===== src/logic/cic_pkg.sv =====
// Shared constants and carrier types of the CPU interrupt controller
package cic_pkg;
   // Vector address width and the vector table
   localparam int VEC_W = 12;
   localparam logic [11:0] VEC_TRAP = 12'hffc;
   localparam logic [11:0] VEC_EXT = 12'hffa;
   localparam logic [11:0] VEC_IC2 = 12'hff8;
   localparam logic [11:0] VEC_IC1 = 12'hff6;
   localparam logic [11:0] VEC_TMR = 12'hff4;
   localparam logic [11:0] VEC_SCI = 12'hff2;
   localparam logic [11:0] VEC_CT = 12'hff0;
   // Register byte offsets
   localparam logic [3:0] OFS_EXT_CTRL = 4'h0;
   localparam logic [3:0] OFS_GMASK = 4'h4;
   localparam logic [3:0] OFS_STATUS = 4'h8;
   // Field positions of external_int_status_ctrl
   localparam int EXT_MASK_POS = 7;
   localparam int EXT_SENS_POS = 6;
   localparam int EXT_EDGE_POS = 5;
   localparam int EXT_REQ_POS = 3;
   localparam int EXT_ACK_POS = 1;
   // Field positions of the status word
   localparam int STAT_REQ_POS = 8;
   localparam int STAT_VEC_LSB = 16;
   // Values after reset
   localparam logic RST_EXT_MASK = 1'b0;
   localparam logic RST_SENS = 1'b0;
   localparam logic RST_EDGE = 1'b0;
   localparam logic RST_GLOBAL_MASK = 1'b1;
   localparam logic [11:0] RST_VEC = 12'h000;
   // Clock and input filter timing
   localparam int CLK_PERIOD_PS = 8000;
   localparam int SYNC_STAGES = 3;
   localparam int MIN_PULSE_PS = 16000;
   localparam int MIN_PULSE_CYC = (MIN_PULSE_PS + CLK_PERIOD_PS - 1) / CLK_PERIOD_PS;
   // Peripheral source counts
   localparam int TMR_SRC = 4;
   localparam int SCI_SRC = 5;
   localparam int CT_SRC = 2;
   localparam int SRC_CNT = 7;

   // Timer source order in the flag and enable vectors
   localparam int TMR_IC2 = 3;
   localparam int TMR_IC1 = 2;
   localparam int TMR_OC = 1;
   localparam int TMR_TOF = 0;

   typedef struct packed {
      logic [TMR_SRC-1:0] tmrFlag;
      logic [TMR_SRC-1:0] tmrEn;
      logic [SCI_SRC-1:0] sciFlag;
      logic [SCI_SRC-1:0] sciEn;
      logic [CT_SRC-1:0] ctFlag;
      logic [CT_SRC-1:0] ctEn;
   } cic_periph_type;

   typedef struct packed {
      logic instrDone;
      logic trapExec;
      logic intTake;
      logic maskSet;
      logic maskClr;
   } cic_seq_type;

   typedef struct packed {
      logic intReq;
      logic [VEC_W-1:0] vector;
      logic globalMask;
   } cic_req_type;

   typedef enum logic [1:0] {
      CIC_IDLE = 2'b00,
      CIC_HW = 2'b01,
      CIC_SW = 2'b11
   } cic_state_type;
endpackage : cic_pkg


===== src/logic/cic_pin_sync.sv =====
// Pin synchroniser with agreement filter and edge detection
`timescale 1ns/1ps
`default_nettype none
module cic_pin_sync (
   // Clock and reset
   input wire logic sys_clk,
   input wire logic nrst,
   // Pin and polarity
   input wire logic pinIn,
   input wire logic risingSel,
   // Filtered results
   output logic activeLvl,
   output logic activeEdge
);
   import cic_pkg::*;

   logic [SYNC_STAGES-1:0] syncChain_ff;
   logic level_ff;
   logic levelPrev_ff;
   wire agree = syncChain_ff[1] == syncChain_ff[2];
   wire nxt_level = agree ? syncChain_ff[2] : level_ff;

   initial begin
      if (SYNC_STAGES != 3) begin
         $error("cic_pin_sync needs exactly three stages");
      end
   end

   // Idle pin is high; reset level matches so no false edge
   always_ff @(posedge sys_clk or negedge nrst) begin
      if (!nrst) begin
         syncChain_ff <= '1;
         level_ff <= 1'b1;
         levelPrev_ff <= 1'b1;
      end else begin
         syncChain_ff <= {syncChain_ff[SYNC_STAGES-2:0], pinIn};
         level_ff <= nxt_level;
         levelPrev_ff <= level_ff;
      end
   end

   // Edge seen once per filtered transition in the direction that risingSel selects
   assign activeLvl = risingSel ? level_ff : ~level_ff;
   assign activeEdge = risingSel ? (level_ff & ~levelPrev_ff)
                                 : (~level_ff & levelPrev_ff);
endmodule : cic_pin_sync
`default_nettype wire


===== src/logic/cic_interrupt_control.sv =====
// Interrupt control block: external pin latch, masks, arbitration, vectors
//
// Notes on behaviour
// - Software trap is taken regardless of global mask, vectors via 0FFC/0FFD.
// - Pending hardware interrupts win over a software trap at the same boundary.
// - Global mask set blocks all hardware interrupts; clear allows enabled ones.
// - External interrupt starts only if latch set and both masks clear.
// - Masks gate after the latch, so requests latch while masked.
// - Qualified pin activity sets latch; latch is examined at instruction end.
// - Pending bit mirrors latch; both clear when the external vector is taken.
// - Ack write of one clears pending once; ack bit reads zero.
// - With level sensitivity, an active pin keeps requesting and ack is void.
// - External mask bit: 1 disables, 0 enables, cleared by reset.
// - Sensitivity bit: 0 edge only, 1 edge and level, cleared by reset.
// - Edge bit: 1 rising, 0 falling, cleared by reset.
// - Reset clears latches and external mask, sets global mask.
// - One pulse latched while masked is serviced once mask clears.
// - Input capture 2 vectors 0FF8, capture 1 vectors 0FF6, flag and enable.
// - Output compare and overflow share 0FF4; software polls flags.
// - Compare and overflow each need flag, enable and clear global mask.
// - Any of five enabled serial flags requests via 0FF2.
// - Either enabled core timer flag requests via 0FF0.
// - Highest vector location wins among pending interrupts.
// - Taking an interrupt sets the global mask, then vector is fetched.
//
// The register addresses and the Avalon-MM register port are this design's own decisions.
`timescale 1ns/1ps
`default_nettype none
module cic_interrupt_control #(
   parameter int VECTOR_WIDTH = 12
) (
   // Clock and reset
   input wire logic sys_clk,
   input wire logic nrst,
   // Avalon-MM slave
   input wire logic [3:0] avs_address,
   input wire logic [3:0] avs_byteenable,
   input wire logic avs_read,
   input wire logic avs_write,
   input wire logic [31:0] avs_writedata,
   output logic [31:0] avs_readdata,
   output logic avs_waitrequest,
   // Instruction sequencer
   input wire cic_pkg::cic_seq_type seqIn,
   output cic_pkg::cic_req_type seqOut,
   // Peripheral flags and enables
   input wire cic_pkg::cic_periph_type periphIn,
   // External interrupt pin
   input wire logic extIntPin
);
   import cic_pkg::*;

   initial begin
      if (VECTOR_WIDTH != VEC_W) begin
         $error("cic_interrupt_control supports only a 12-bit vector");
      end
   end

   // ---------------- Register state
   logic extMask_ff;
   logic extSens_ff;
   logic extEdge_ff;
   logic extReq_ff;
   logic globalMask_ff;
   logic intReq_ff;
   logic [VEC_W-1:0] vector_ff;
   cic_state_type state_ff;
   logic waitReq_ff;
   logic [31:0] readData_ff;

   // ---------------- Bus decode
   wire busReq = avs_read | avs_write;
   wire accept = busReq & ~waitReq_ff;
   wire wrAccept = accept & avs_write & avs_byteenable[0];
   wire selExt = avs_address == OFS_EXT_CTRL;
   wire selGmask = avs_address == OFS_GMASK;
   wire selStat = avs_address == OFS_STATUS;
   wire wrExt = wrAccept & selExt;
   wire wrGmask = wrAccept & selGmask;
   wire ackWrite = wrExt & avs_writedata[EXT_ACK_POS];

   // ---------------- External pin
   logic pinActiveLvl;
   logic pinActiveEdge;

   cic_pin_sync cic_pin_sync_inst (
      .sys_clk(sys_clk),
      .nrst(nrst),
      .pinIn(extIntPin),
      .risingSel(extEdge_ff),
      .activeLvl(pinActiveLvl),
      .activeEdge(pinActiveEdge)
   );

   // Level term keeps the latch set while the pin stays active
   wire levelHold = extSens_ff & pinActiveLvl;
   wire extSet = pinActiveEdge | levelHold;
   wire extTaken = (state_ff == CIC_HW) & seqIn.intTake & (vector_ff == VEC_EXT);
   wire extClr = extTaken | ackWrite;

   // ---------------- Source qualification (enables only, masks later)
   wire tmrIc2 = periphIn.tmrFlag[TMR_IC2] & periphIn.tmrEn[TMR_IC2];
   wire tmrIc1 = periphIn.tmrFlag[TMR_IC1] & periphIn.tmrEn[TMR_IC1];
   wire tmrOc = periphIn.tmrFlag[TMR_OC] & periphIn.tmrEn[TMR_OC];
   wire tmrTof = periphIn.tmrFlag[TMR_TOF] & periphIn.tmrEn[TMR_TOF];
   wire tmrShared = tmrOc | tmrTof;
   wire sciAny = |(periphIn.sciFlag & periphIn.sciEn);
   wire ctAny = |(periphIn.ctFlag & periphIn.ctEn);

   // External mask acts after the latch, not before it
   wire extPend = extReq_ff & ~extMask_ff;

   // Source summary, highest vector location first
   wire [SRC_CNT-1:0] srcPend = {extPend, tmrIc2, tmrIc1, tmrShared, sciAny, ctAny, 1'b0};
   wire hwAny = |srcPend;
   wire hwAllowed = hwAny & ~globalMask_ff;

   // Fixed priority by vector location
   logic [VEC_W-1:0] hwVector;
   always_comb begin
      hwVector = VEC_CT;
      if (extPend) begin
         hwVector = VEC_EXT;
      end else if (tmrIc2) begin
         hwVector = VEC_IC2;
      end else if (tmrIc1) begin
         hwVector = VEC_IC1;
      end else if (tmrShared) begin
         hwVector = VEC_TMR;
      end else if (sciAny) begin
         hwVector = VEC_SCI;
      end else begin
         hwVector = VEC_CT;
      end
   end

   // ---------------- Sequencer handshake
   // Hardware is sampled at the same boundary that starts a trap, so it wins
   wire hwStart = seqIn.instrDone & hwAllowed;
   wire swStart = seqIn.trapExec & ~hwStart;

   cic_state_type nxt_state;
   logic nxt_intReq;
   logic [VEC_W-1:0] nxt_vector;
   always_comb begin
      nxt_state = state_ff;
      nxt_intReq = intReq_ff;
      nxt_vector = vector_ff;
      case (state_ff)
         CIC_IDLE: begin
            if (hwStart) begin
               nxt_state = CIC_HW;
               nxt_intReq = 1'b1;
               nxt_vector = hwVector;
            end else if (swStart) begin
               nxt_state = CIC_SW;
               nxt_intReq = 1'b1;
               nxt_vector = VEC_TRAP;
            end
         end
         CIC_HW, CIC_SW: begin
            if (seqIn.intTake) begin
               nxt_state = CIC_IDLE;
               nxt_intReq = 1'b0;
            end
         end
         default: begin
            nxt_state = CIC_IDLE;
            nxt_intReq = 1'b0;
         end
      endcase
   end

   // Taking any vector sets the global mask; a take beats a clear
   wire takeNow = (state_ff != CIC_IDLE) & seqIn.intTake;
   wire maskSetAny = takeNow | seqIn.maskSet | (wrGmask & avs_writedata[0]);
   wire maskClrAny = seqIn.maskClr | (wrGmask & ~avs_writedata[0]);
   wire nxt_globalMask = maskSetAny ? 1'b1 : (maskClrAny ? 1'b0 : globalMask_ff);

   // Set beats clear: an active pin during ack or service keeps the request
   wire nxt_extReq = extSet ? 1'b1 : (extClr ? 1'b0 : extReq_ff);

   // ---------------- Read mux
   wire [7:0] extCtrlView = {extMask_ff, extSens_ff, extEdge_ff, 1'b0, extReq_ff, 3'b000};
   logic [31:0] readMux;
   always_comb begin
      readMux = 32'h0000_0000;
      if (selExt) begin
         readMux = {24'h00_0000, extCtrlView};
      end else if (selGmask) begin
         readMux = {31'h0000_0000, globalMask_ff};
      end else if (selStat) begin
         readMux[SRC_CNT-1:0] = srcPend;
         readMux[STAT_REQ_POS] = intReq_ff;
         readMux[STAT_VEC_LSB +: VEC_W] = vector_ff;
      end
   end

   // ---------------- Bus response: one wait cycle, then accept
   always_ff @(posedge sys_clk or negedge nrst) begin
      if (!nrst) begin
         waitReq_ff <= 1'b1;
         readData_ff <= 32'h0000_0000;
      end else begin
         waitReq_ff <= ~(busReq & waitReq_ff);
         if (busReq & waitReq_ff & avs_read) begin
            readData_ff <= readMux;
         end
      end
   end

   // ---------------- Control bits
   always_ff @(posedge sys_clk or negedge nrst) begin
      if (!nrst) begin
         extMask_ff <= RST_EXT_MASK;
         extSens_ff <= RST_SENS;
         extEdge_ff <= RST_EDGE;
      end else if (wrExt) begin
         extMask_ff <= avs_writedata[EXT_MASK_POS];
         extSens_ff <= avs_writedata[EXT_SENS_POS];
         extEdge_ff <= avs_writedata[EXT_EDGE_POS];
      end
   end

   // ---------------- Latch, global mask and request
   always_ff @(posedge sys_clk or negedge nrst) begin
      if (!nrst) begin
         extReq_ff <= 1'b0;
         globalMask_ff <= RST_GLOBAL_MASK;
      end else begin
         extReq_ff <= nxt_extReq;
         globalMask_ff <= nxt_globalMask;
      end
   end

   always_ff @(posedge sys_clk or negedge nrst) begin
      if (!nrst) begin
         state_ff <= CIC_IDLE;
         intReq_ff <= 1'b0;
         vector_ff <= RST_VEC;
      end else begin
         state_ff <= nxt_state;
         intReq_ff <= nxt_intReq;
         vector_ff <= nxt_vector;
      end
   end

   // Outputs straight from flip-flops
   assign avs_waitrequest = waitReq_ff;
   assign avs_readdata = readData_ff;
   // One driver for the whole struct variable
   assign seqOut = '{intReq: intReq_ff, vector: vector_ff, globalMask: globalMask_ff};
endmodule : cic_interrupt_control
`default_nettype wire


===== config.mk =====
export PLATFORM = sky130hd
export DESIGN_NAME = cic_interrupt_control
export DESIGN_NICKNAME = d
export VERILOG_FILES = /design/src/logic/cic_pkg.sv /design/src/logic/cic_pin_sync.sv /design/src/logic/cic_interrupt_control.sv
export SDC_FILE = /design/constraint.sdc
export NUM_CORES = 1
export LEC_CHECK = 0
export ABC_AREA = 0
export BUFFER_PORTS_ARGS = -buffer_cell sky130_fd_sc_hd__buf_2
export CAP_MARGIN = 20
export CORE_AREA = 2 2 70 72
export CTS_CLUSTER_DIAMETER = 200
export CTS_CLUSTER_SIZE = 16
export DETAILED_ROUTE_END_ITERATION = 8
export DIE_AREA = 0 0 72 74
export PLACE_DENSITY = 0.68
export SLEW_MARGIN = 20
export SYNTH_ARGS = -nofsm -noshare
export SYNTH_HDL_FRONTEND = slang
export SYNTH_HIERARCHICAL = 1
export SYNTH_SLANG_ARGS = --single-unit
export TNS_END_PERCENT = 10

===== constraint.sdc =====
create_clock -name sys_clk -period 2.45 [get_ports sys_clk]
set_input_delay 0.49 -clock sys_clk [delete_from_list [all_inputs] [get_ports sys_clk]]
set_output_delay 0.49 -clock sys_clk [all_outputs]
set_load 0.02 [all_outputs]

==> run_results.csv, run 1 <==
group,metric,value,unit
run_status,outcome,"finished, final reports clean",
pwr,power.leakage,0.952,nW
sta,fin_crit,1780,ps
logic_synthesis,synth_top_family_by_area,"compound AO/OA/AOI/OAI gates",
final_layout,design_area,0.00193,mm^2
pwr,ir_drop,261,uV
final_layout,multiInputGateArea,611,um^2
logic_synthesis,synth_area_leaders,"dfrtp_1, buf_4, dfstp_2, nand2_1, a22o_1",
final_layout,fin_nets,279,
clock_network,cts.sinks,30,
final_layout,drive_above_1_share,49.0,%
sta,fin_crit_sh,72.8,%
logic_synthesis,synthAdderAreaFrac,0.723,%
final_layout,antenna_cells,0,
logic_synthesis,synth_cells,143,
drt,drtIter0Drc,58,
global_route,grt_pass1_vias,1191,
floorplanning,std_cell_rows,25,
global_route,grt_max_degree,31,
clock_network,cts-htree-levels,2,
logic_synthesis,synth_compound_area_share,16.4,%
logic_synthesis,yosys.area.top_type_share,36.9,%
final_layout,fill_cells,471,
logic_synthesis,yosysTopAreaCell,"dfrtp_1",
sta,rsz0062_at_grt,"no",
clock_network,post_cts_buffers,0,
placement,dp_hpwl,2.67,mm
logic_synthesis,yosys_warnings,6,
final_layout,seqCellArea,759,um^2
final_layout,final_cell_mix,"buf_2, dfrtp_1, nand2_1",
logic_synthesis,synth_cell_type_count,42,
drt,wl,3.42,mm
sta,setup_tns,0,ps
setup_path,crit_path_start,"avs_waitrequest$_DFF_PN1_",
clock_network,clock_latency,280,ps
floorplanning,die_area,0.00533,mm^2
pwr,p_per_area,753,mW/mm^2
floorplanning,start_util,33.9,%
placement,portBuffers,75,
min_path,hp-class,"primary input to asynchronous set/reset pin",
drt,via_per_inst,4.77,
logic_synthesis,syn_area_per_cell,10.9,um^2
floorplanning,core-area,0.00460,mm^2
logic_synthesis,synth_area,0.00156,mm^2
sta,setup_viol,0,
setup_path,crit_buf_inv,1,
placement,postPlaceCellArea,0.00182,mm^2
logic_synthesis,ys_ff_latch,30,
placement,placed_cells,254,
setup_path,cp-start-kind,"flip-flop",
floorplanning,die_y,74,um
logic_synthesis,synth-xor-area-share,0.562,%
sta,hold_viol,0,
logic_synthesis,ys_seq_area_share,48.8,%
sta,fmax,0.560,GHz
clock_network,numCtsBuffers,5,
floorplanning,die_w,72,um
clock_network,clk_pin_slew,60,ps
pwr,power,1.46,mW
setup_path,crit_path_max_incr_delay,590,ps
final_layout,final_util,42.0,%
setup_path,reg2reg_depth,4,
drt,drc,0,
clock_network,cts-root-buf,"clkbuf_8",
setup_path,endpoint_kind,"flip-flop",
final_layout,syn2layout_area_growth,24.1,%
final_layout,final_common_cell,"buf_2",
sta,skew,1.77,ps
setup_path,crit_arrival,1980,ps
clock_network,cts_tree,"built",
clock_network,clk_path_buf_depth,2,
sta,slew_violations,0,
setup_path,reg2reg_to,"avs_readdata[5]$_DFFE_PN0P_",
flow_run,maxCapViolCount,0,
final_layout,final_cells,262,
setup_path,r2r-start,"avs_waitrequest$_DFF_PN1_",
setup_path,critPathRequiredTime,2640,ps
setup_path,rrSetupSlack,670,ps
setup_path,critical_path_class,"flip-flop to flip-flop",
setup_path,cpMaxStageDelayCell,"dfstp_2",
global_route,overflow,0,
sta,worst_slew_pin_slew,668,ps
placement,gp_congestion,0.737,
logic_synthesis,yosys.area_share.simple,16.2,%
setup_path,cp_max_fo,19,
global_route,antenna_found_initial,0,
clock_network,cts_hold_buf,0,
setup_path,path_cells,"nand2_2, nor4_4, inv_1, o221ai_1",
clock_network,cts_resized,0,
logic_synthesis,synth.mux.area_fraction,2.17,%
drt,vias,1250,
floorplanning,pin_count,119,
drt,antenna_left,0,
setup_path,cpLargestDelayFamily,"simple AND/OR/NAND/NOR gates",
sta,relSlewSlack,55.5,%
global_route,grt_pass1_wl,5.41,mm
drt,dr.pass1.iters,4,
drt,wire_per_inst,13.1,um
global_route,grtUsageTotal,13.5,%
## cell type report
cell class                      count  share of cell area (%)
Timing Repair Buffer               75                    19.4
Clock inverter                      3                    2.07
Tap cell                           54                    3.50
Inverter                            3                   0.583
Sequential cell                    30                    39.3
Clock buffer                        5                    3.56
Multi-Input combinational cell     92                    31.6
## synthesized netlist by cell type
cell type	n
nand3b_1	2
nand4b_1	1
a21oi_1	2
a22o_2	1
mux2_2	3
a221o_1	1
or2_2	1
nor4_4	2
xnor2_1	1
o21ai_0	7
a31oi_1	1
nor2b_1	3
a22o_1	5
o311ai_0	1
nand2_1	18
o31a_1	1
or4b_1	1
a211o_1	1
conb_1	1
nand2b_1	3
dfrtp_1	23
a222oi_1	2
inv_1	3
a22oi_1	2
maj3_2	1
a32o_1	1
buf_4	29
nor3b_4	1
or2_1	2
o21a_1	1
nand3_1	1
o221ai_1	2
o32ai_1	1
clkbuf_1	1
o32a_2	2
nor3_1	1
o21ai_1	1
o31ai_1	1
nand2_2	1
nand4_1	1
nor2_1	3
dfstp_2	7
## stage by stage
stage | setup slack [ps] | hold WS, ps
finish | 666 | 239
CTS | 616 | 254
floorplan | 808 | 194
detailed placement | 473 | 349
global route | 481 | 284
global placement | 526 | 346
## registers in the layout (all words and copies together) (netlist names)
name and cells:
cic_pin_sync_inst/level_ff 1, state_ff 2, avs_readdata 13, cic_pin_sync_inst/levelPrev_ff 1, cic_pin_sync_inst/syncChain_ff 3, extMask_ff 1, extReq_ff 1, vector_ff 4
extSens_ff 1, globalMask_ff 1, avs_waitrequest 1, extEdge_ff 1
## metal layers
| metal | GRT usage, % | wire length [um] | vias to the layer above |
|---|---|---|---|
| li1 | - | - | 605 |
| met1 | 16.3 | 1480 | 574 |
| met2 | 23.0 | 1620 | 65 |
| met3 | 1.36 | 247 | 6 |
| met4 | 8.81 | 74 | 0 |
| met5 | 0 | 0 | - |
## logic make-up (layout without fill, tap and decap cells)
group,Yosys count,count (layout)
xor+xnor,1,1
flops,30,30
compound gates,33,33
mux,3,3
simple gates,41,41
fa+ha+maj,1,1
buf+inv,33,86
other cells,1,13
## power breakdown
group	leakage [nW]	switching (mW)	internal, mW	total, mW
clock network	0.0579	0.188	0.299	0.487
logic	0.526	0.207	0.140	0.347
registers	0.368	0.0580	0.565	0.622
total	0.952	0.453	1.00	1.46
## worst max path at each step
stage,cells past startpoint,end,slack (ps)
2_1_floorplan,4,state_ff[0]$_DFFE_PN0P_,810
3_5_place_dp,5,state_ff[0]$_DFFE_PN0P_,470
4_1_cts,4,avs_readdata[6]$_DFFE_PN0P_,620
5_1_grt,4,avs_readdata[5]$_DFFE_PN0P_,480
6_report,4,avs_readdata[5]$_DFFE_PN0P_,670
3_3_place_gp,5,state_ff[0]$_DFFE_PN0P_,530
(Power assumes the default switching activity.)
==> run 2: changes to the inputs <==
- ABC_AREA: 0 -> 1
- CORE_AREA: 2 2 70 72 -> 2 2 72 74
- DIE_AREA: 0 0 72 74 -> 0 0 74 76
- PLACE_DENSITY: 0.68 -> 0.7
- clock period: 2.45 -> 1.5 ns (I/O delays scaled with it)
==> run_results.csv, run 2 <==
group,metric,value,unit
run_status,outcome,"finished, final reports clean",
final_layout,largest_register_ff_count,13,
global_route,grt_pass1_wl,5.98,mm
drt,wl,3.54,mm
clock_network,clk_pin_slew,70,ps
final_layout,final_common_cell,"buf_2",
floorplanning,die_area,0.00562,mm^2
floorplanning,std_cell_rows,26,
clock_network,clk_path_buf_depth,2,
clock_network,cts-htree-levels,2,
logic_synthesis,synth_area,0.00166,mm^2
sta,setup_viol,0,
final_layout,fin_nets,339,
setup_path,r2r-start,"extMask_ff$_DFFE_PN0N_",
setup_path,cp-start-kind,"flip-flop",
logic_synthesis,yosys_warnings,6,
logic_synthesis,async_reset_ff_share,100,%
sta,fin_hold_ws,9.57,ps
drt,drtIter0Drc,63,
setup_path,endpoint_kind,"output port",
final_layout,syn2layout_area_growth,24.0,%
final_layout,antenna_cells,0,
drt,wire_per_inst,10.5,um
sta,skew,11.3,ps
logic_synthesis,syn_area_per_cell,8.34,um^2
pwr,ir_drop,447,uV
clock_network,post_cts_buffers,0,
setup_path,cp_max_fo,4,
clock_network,cts.sinks,30,
setup_path,cpMaxStageDelayCell,"dfstp_2",
logic_synthesis,ys_ff_latch,30,
placement,dp_hpwl,2.76,mm
final_layout,fill_cells,504,
clock_network,cts_tree,"built",
setup_path,reg2reg_depth,10,
min_path,hp-class,"primary input to asynchronous set/reset pin",
global_route,grt_max_degree,31,
final_layout,final_util,41.9,%
floorplanning,die_y,76,um
pwr,power,2.34,mW
clock_network,cts-root-buf,"clkbuf_8",
floorplanning,pin_count,119,
logic_synthesis,synth_common_cells,"nand2_1, buf_4, dfrtp_1",
setup_path,cpLargestDelayFamily,"flip-flops",
sta,rsz0062_at_grt,"no",
setup_path,critPathRequiredTime,1200,ps
logic_synthesis,synth_area_leaders,"dfrtp_1, nand2_1, buf_4, dfstp_2, nand3_1",
final_layout,seqCellArea,759,um^2
sta,setup_tns,0,ps
global_route,grt_pass1_vias,1332,
placement,portBuffers,75,
drt,antenna_left,0,
logic_synthesis,synth_cells,199,
logic_synthesis,yosysTopAreaCell,"dfrtp_1",
setup_path,path_cells,"buf_2",
logic_synthesis,synth_cell_type_count,28,
logic_synthesis,synth_edf_count,0,
setup_path,crit_arrival,1020,ps
setup_path,reg2reg_to,"vector_ff[1]$_DFFE_PN0P_",
clock_network,cts_hold_buf,0,
final_layout,drive_above_1_share,42.5,%
drt,drc,0,
clock_network,clock_latency,290,ps
sta,slew_violations,0,
sta,hold_viol,0,
drt,vias,1417,
floorplanning,core-area,0.00491,mm^2
floorplanning,die_w,74,um
placement,gp_congestion,0.748,
sta,fin_crit,1320,ps
final_layout,final_cell_mix,"buf_2, nand2_1, dfrtp_1",
final_layout,multiInputGateArea,668,um^2
setup_path,rrSetupSlack,300,ps
pwr,p_per_area,1130,mW/mm^2
logic_synthesis,yosys.area.top_type_share,34.7,%
logic_synthesis,synthFlopType,"dfrtp_1",
setup_path,crit_path_max_incr_delay,560,ps
drt,dr.pass1.iters,4,
final_layout,final_cells,338,
clock_network,numCtsBuffers,5,
setup_path,crit_buf_inv,1,
pwr,power.leakage,1.17,nW
global_route,overflow,0,
sta,fmax,0.760,GHz
flow_run,maxCapViolCount,0,
global_route,antenna_found_initial,0,
placement,placed_cells,330,
clock_network,cts_resized,0,
global_route,grtUsageTotal,14.0,%
drt,via_per_inst,4.19,
sta,fin_crit_sh,87.7,%
logic_synthesis,ys_seq_area_share,45.7,%
floorplanning,start_util,33.8,%
setup_path,critical_path_class,"flip-flop to output port",
logic_synthesis,yosysMostFrequentCell,"nand2_1",
==> run 2: cell count changes after synthesis, sizes merged, moves of 3 or more <==
cell / previous run / this run
a22o: 6 / 0
inv: 3 / 15
mux2: 3 / 0
nand2: 19 / 72
nand2b: 3 / 0
nand3: 1 / 18
nor2: 3 / 11
nor2b: 3 / 0
==> run 2: cell type report <==
type | instances | area share (%)
Sequential cell | 30 | 36.9
Inverter | 15 | 2.73
Clock inverter | 2 | 0.486
Tap cell | 70 | 4.25
Multi-Input combinational cell | 136 | 32.4
Timing Repair Buffer | 79 | 19.7
Clock buffer | 6 | 3.52
==> run 2: per-layer routing <==
| layer | track usage (%) | up-vias | share of wire (%) | wire length [um] |
|---|---|---|---|---|
| li1 | - | 721 | - | - |
| met3 | 4.50 | 7 | 7.0 | 249 |
| met5 | 0 | - | 0 | 0 |
| met1 | 17.5 | 635 | 44 | 1560 |
| met2 | 21.3 | 54 | 47 | 1650 |
| met4 | 7.27 | 0 | 2.3 | 80 |
==> run 2: cells by family (layout without fill, tap and decap cells) <==
logic type	after synthesis	after routing	synth area share (%)
simple gates	108	108	31.7
compound gates	14	14	5.05
xor+xnor	1	1	0.528
other cells	1	13	0.226
buf+inv	45	102	16.7
flops	30	30	45.7
==> run 2: report_power, final <==
part	internal (mW)	switching, mW
logic	0.242	0.425
clock network	0.321	0.308
registers	0.937	0.104
==> run 2: worst max-delay path by stage <==
stage	startpoint	depth (start not counted)	slack, ps	to
finish	globalMask_ff$_DFFE_PN1P_	1	180	seqOut[0]
global placement	avs_address[1]	8	210	extReq_ff$_DFFE_PN0P_
global route	globalMask_ff$_DFFE_PN1P_	1	140	seqOut[0]
floorplan	avs_waitrequest$_DFF_PN1_	6	230	avs_readdata[6]$_DFFE_PN0P_
detailed placement	avs_address[1]	8	210	extReq_ff$_DFFE_PN0P_
CTS	globalMask_ff$_DFFE_PN1P_	1	170	seqOut[0]
==> run 2: through the flow <==
stage / worst slack [ps] / area (um^2)
3_5_place_dp: 207 / 1980
6_report: 184 / 2060
4_1_cts: 170 / 2060
5_1_grt: 138 / 2060
3_3_place_gp: 211 / 1980
2_1_floorplan: 231 / 1710
==> run 3: changes to the inputs <==
- ABC_AREA: 1 -> not set
- BUFFER_PORTS_ARGS: -buffer_cell sky130_fd_sc_hd__buf_2 -> not set
- CORE_AREA: 2 2 72 74 -> 2 2 70 72
- CTS_BUF_LIST: not set -> sky130_fd_sc_hd__clkbuf_16
- DIE_AREA: 0 0 74 76 -> 0 0 72 74
- DONT_BUFFER_PORTS: not set -> 1
- PLACE_DENSITY: 0.7 -> 0.48
==> run_results.csv, run 3 (synthesized netlist as in run 1, its figures left out) <==
group,metric,value,unit
sta,fmax,0.734,GHz
run_status,outcome,"finished, final reports clean",
clock_network,clock_latency,270,ps
final_layout,final_cells,206,
sta,hold_viol,0,
sta,rsz0062_at_grt,"no",
floorplanning,die_y,74,um
setup_path,path_cells,"nand2b_1, nand4_1, buf_4, o21ai_1, o32a_2",
sta,fin_crit,1360,ps
drt,drc,0,
clock_network,cts_tree,"built",
drt,drtIter0Drc,89,
global_route,overflow,0,
final_layout,final_common_cell,"dfrtp_1",
setup_path,crit_path_max_incr_delay,390,ps
global_route,grt_max_degree,31,
floorplanning,die_w,72,um
clock_network,cts-htree-levels,2,
final_layout,antenna_cells,0,
setup_path,crit_path_start,"extMask_ff$_DFFE_PN0N_",
pwr,p_per_area,1400,mW/mm^2
pwr,ir_drop,468,uV
sta,setup_viol,0,
placement,portBuffers,0,
floorplanning,start_util,33.9,%
setup_path,reg2reg_depth,5,
floorplanning,core-area,0.00460,mm^2
setup_path,critPathRequiredTime,1650,ps
global_route,grt_pass1_wl,5.50,mm
final_layout,largest_register_ff_count,13,
setup_path,crit_arrival,1510,ps
final_layout,drive_above_1_share,28.3,%
setup_path,cp-start-kind,"flip-flop",
setup_path,critical_path_class,"flip-flop to flip-flop",
global_route,grtUsageTotal,13.8,%
pwr,power.leakage,0.755,nW
setup_path,cpMaxStageDelayCell,"o32a_2",
clock_network,clk_pin_slew,50,ps
sta,setup_tns,0,ps
global_route,grt_pass1_vias,1077,
sta,skew,4.40,ps
clock_network,cts-root-buf,"clkbuf_16",
clock_network,post_cts_buffers,0,
clock_network,clk_path_buf_depth,2,
setup_path,rrSetupSlack,140,ps
final_layout,syn2layout_area_growth,13.6,%
setup_path,crit_end,"vector_ff[2]$_DFFE_PN0P_",
drt,vias,1044,
sta,fin_hold_ws,28.6,ps
setup_path,cp_max_fo,4,
drt,dr.pass1.iters,4,
placement,placed_cells,196,
setup_path,endpoint_kind,"flip-flop",
placement,gp_congestion,0.813,
drt,via_per_inst,5.07,
floorplanning,pin_count,119,
placement,dp_hpwl,2.73,mm
setup_path,r2r-start,"extMask_ff$_DFFE_PN0N_",
drt,antenna_left,0,
sta,slew_violations,0,
setup_path,reg2reg_to,"vector_ff[2]$_DFFE_PN0P_",
floorplanning,die_area,0.00533,mm^2
flow_run,maxCapViolCount,0,
floorplanning,std_cell_rows,25,
global_route,antenna_found_initial,0,
clock_network,cts.sinks,30,
drt,wire_per_inst,16.6,um
final_layout,final_cell_mix,"dfrtp_1, nand2_1, buf_4",
sta,fin_crit_sh,90.8,%
final_layout,fin_nets,223,
clock_network,numCtsBuffers,5,
min_path,hp-class,"primary input to flip-flop",
drt,wl,3.43,mm
[run 3: cell types whose count changed in the layout (fill, tap and decap cells not counted), sizes merged, moves of 3 or more]
| cell | previous run | this run |
|---|---|---|
| mux2 | 0 | 3 |
| inv | 15 | 3 |
| nor2b | 0 | 3 |
| nor2 | 11 | 3 |
| nand2b | 0 | 3 |
| buf | 79 | 18 |
| nand2 | 72 | 19 |
| nand3 | 18 | 1 |
| a22o | 0 | 6 |
[run 3: cell type report]
class | count | area, um^2
inverters | 3 | 11.3
fillers | 453 | 2830
well taps | 54 | 67.6
flip-flops and latches | 30 | 761
clock inverters | 3 | 11.3
clock buffers | 5 | 125
multi-input cells | 92 | 611
repair buffers | 19 | 183
[run 3: repair_timing]
action                                 in CTS  in global routing
gates resized for setup                     0                  0
hold buffers                                2                  0
endpoints found under the hold margin      30                  0
[run 3: metal layers]
layer | wire, um | track usage, % | vias up
li1 | - | - | 487
met1 | 1260 | 14.9 | 520
met2 | 1830 | 24.1 | 33
met3 | 304 | 7.18 | 4
met4 | 27 | 3.77 | 0
met5 | 0 | 0 | -
[run 3: critical path: cells and delay by family, from the launching register on]
kind,cells,cell delay [ps]
and+or+nand+nor,2,270
AOI/OAI and AO/OA,2,490
DFF,1,360
buffers and inverters,1,120
[run 3: how the worst min path moves through the flow]
| stage | start | to | slack [ps] | cells after the start |
|---|---|---|---|---|
| global route | extIntPin | cic_pin_sync_inst/syncChain_ff[0]$_DFF_PN1_ | 20 | 0 |
| global placement | nrst | avs_readdata[2]$_DFFE_PN0P_ | 5 | 0 |
| floorplan | nrst | avs_readdata[0]$_DFFE_PN0P_ | 4 | 0 |
| CTS | extIntPin | cic_pin_sync_inst/syncChain_ff[0]$_DFF_PN1_ | 20 | 0 |
| finish | extIntPin | cic_pin_sync_inst/syncChain_ff[0]$_DFF_PN1_ | 30 | 0 |
| detailed placement | nrst | avs_readdata[2]$_DFFE_PN0P_ | 5 | 0 |
[run 3: where the power goes]
part / internal [mW] / switching (mW)
sequential: 0.924 / 0.0900
clock: 0.594 / 0.319
combinational: 0.239 / 0.319
[run 3: stage by stage]
step / util [%] / area [um^2] / power [mW] / setup WS, ps
3_5_place_dp: 34.9 / 1600 / 1.57 / -134
5_1_grt: 38.5 / 1770 / 2.63 / 30.1
3_3_place_gp: 34.9 / 1600 / 1.55 / -119
6_report: 38.5 / 1770 / 2.48 / 138
2_1_floorplan: - / 1600 / 1.44 / 42.7
4_1_cts: 38.5 / 1770 / 2.52 / 128
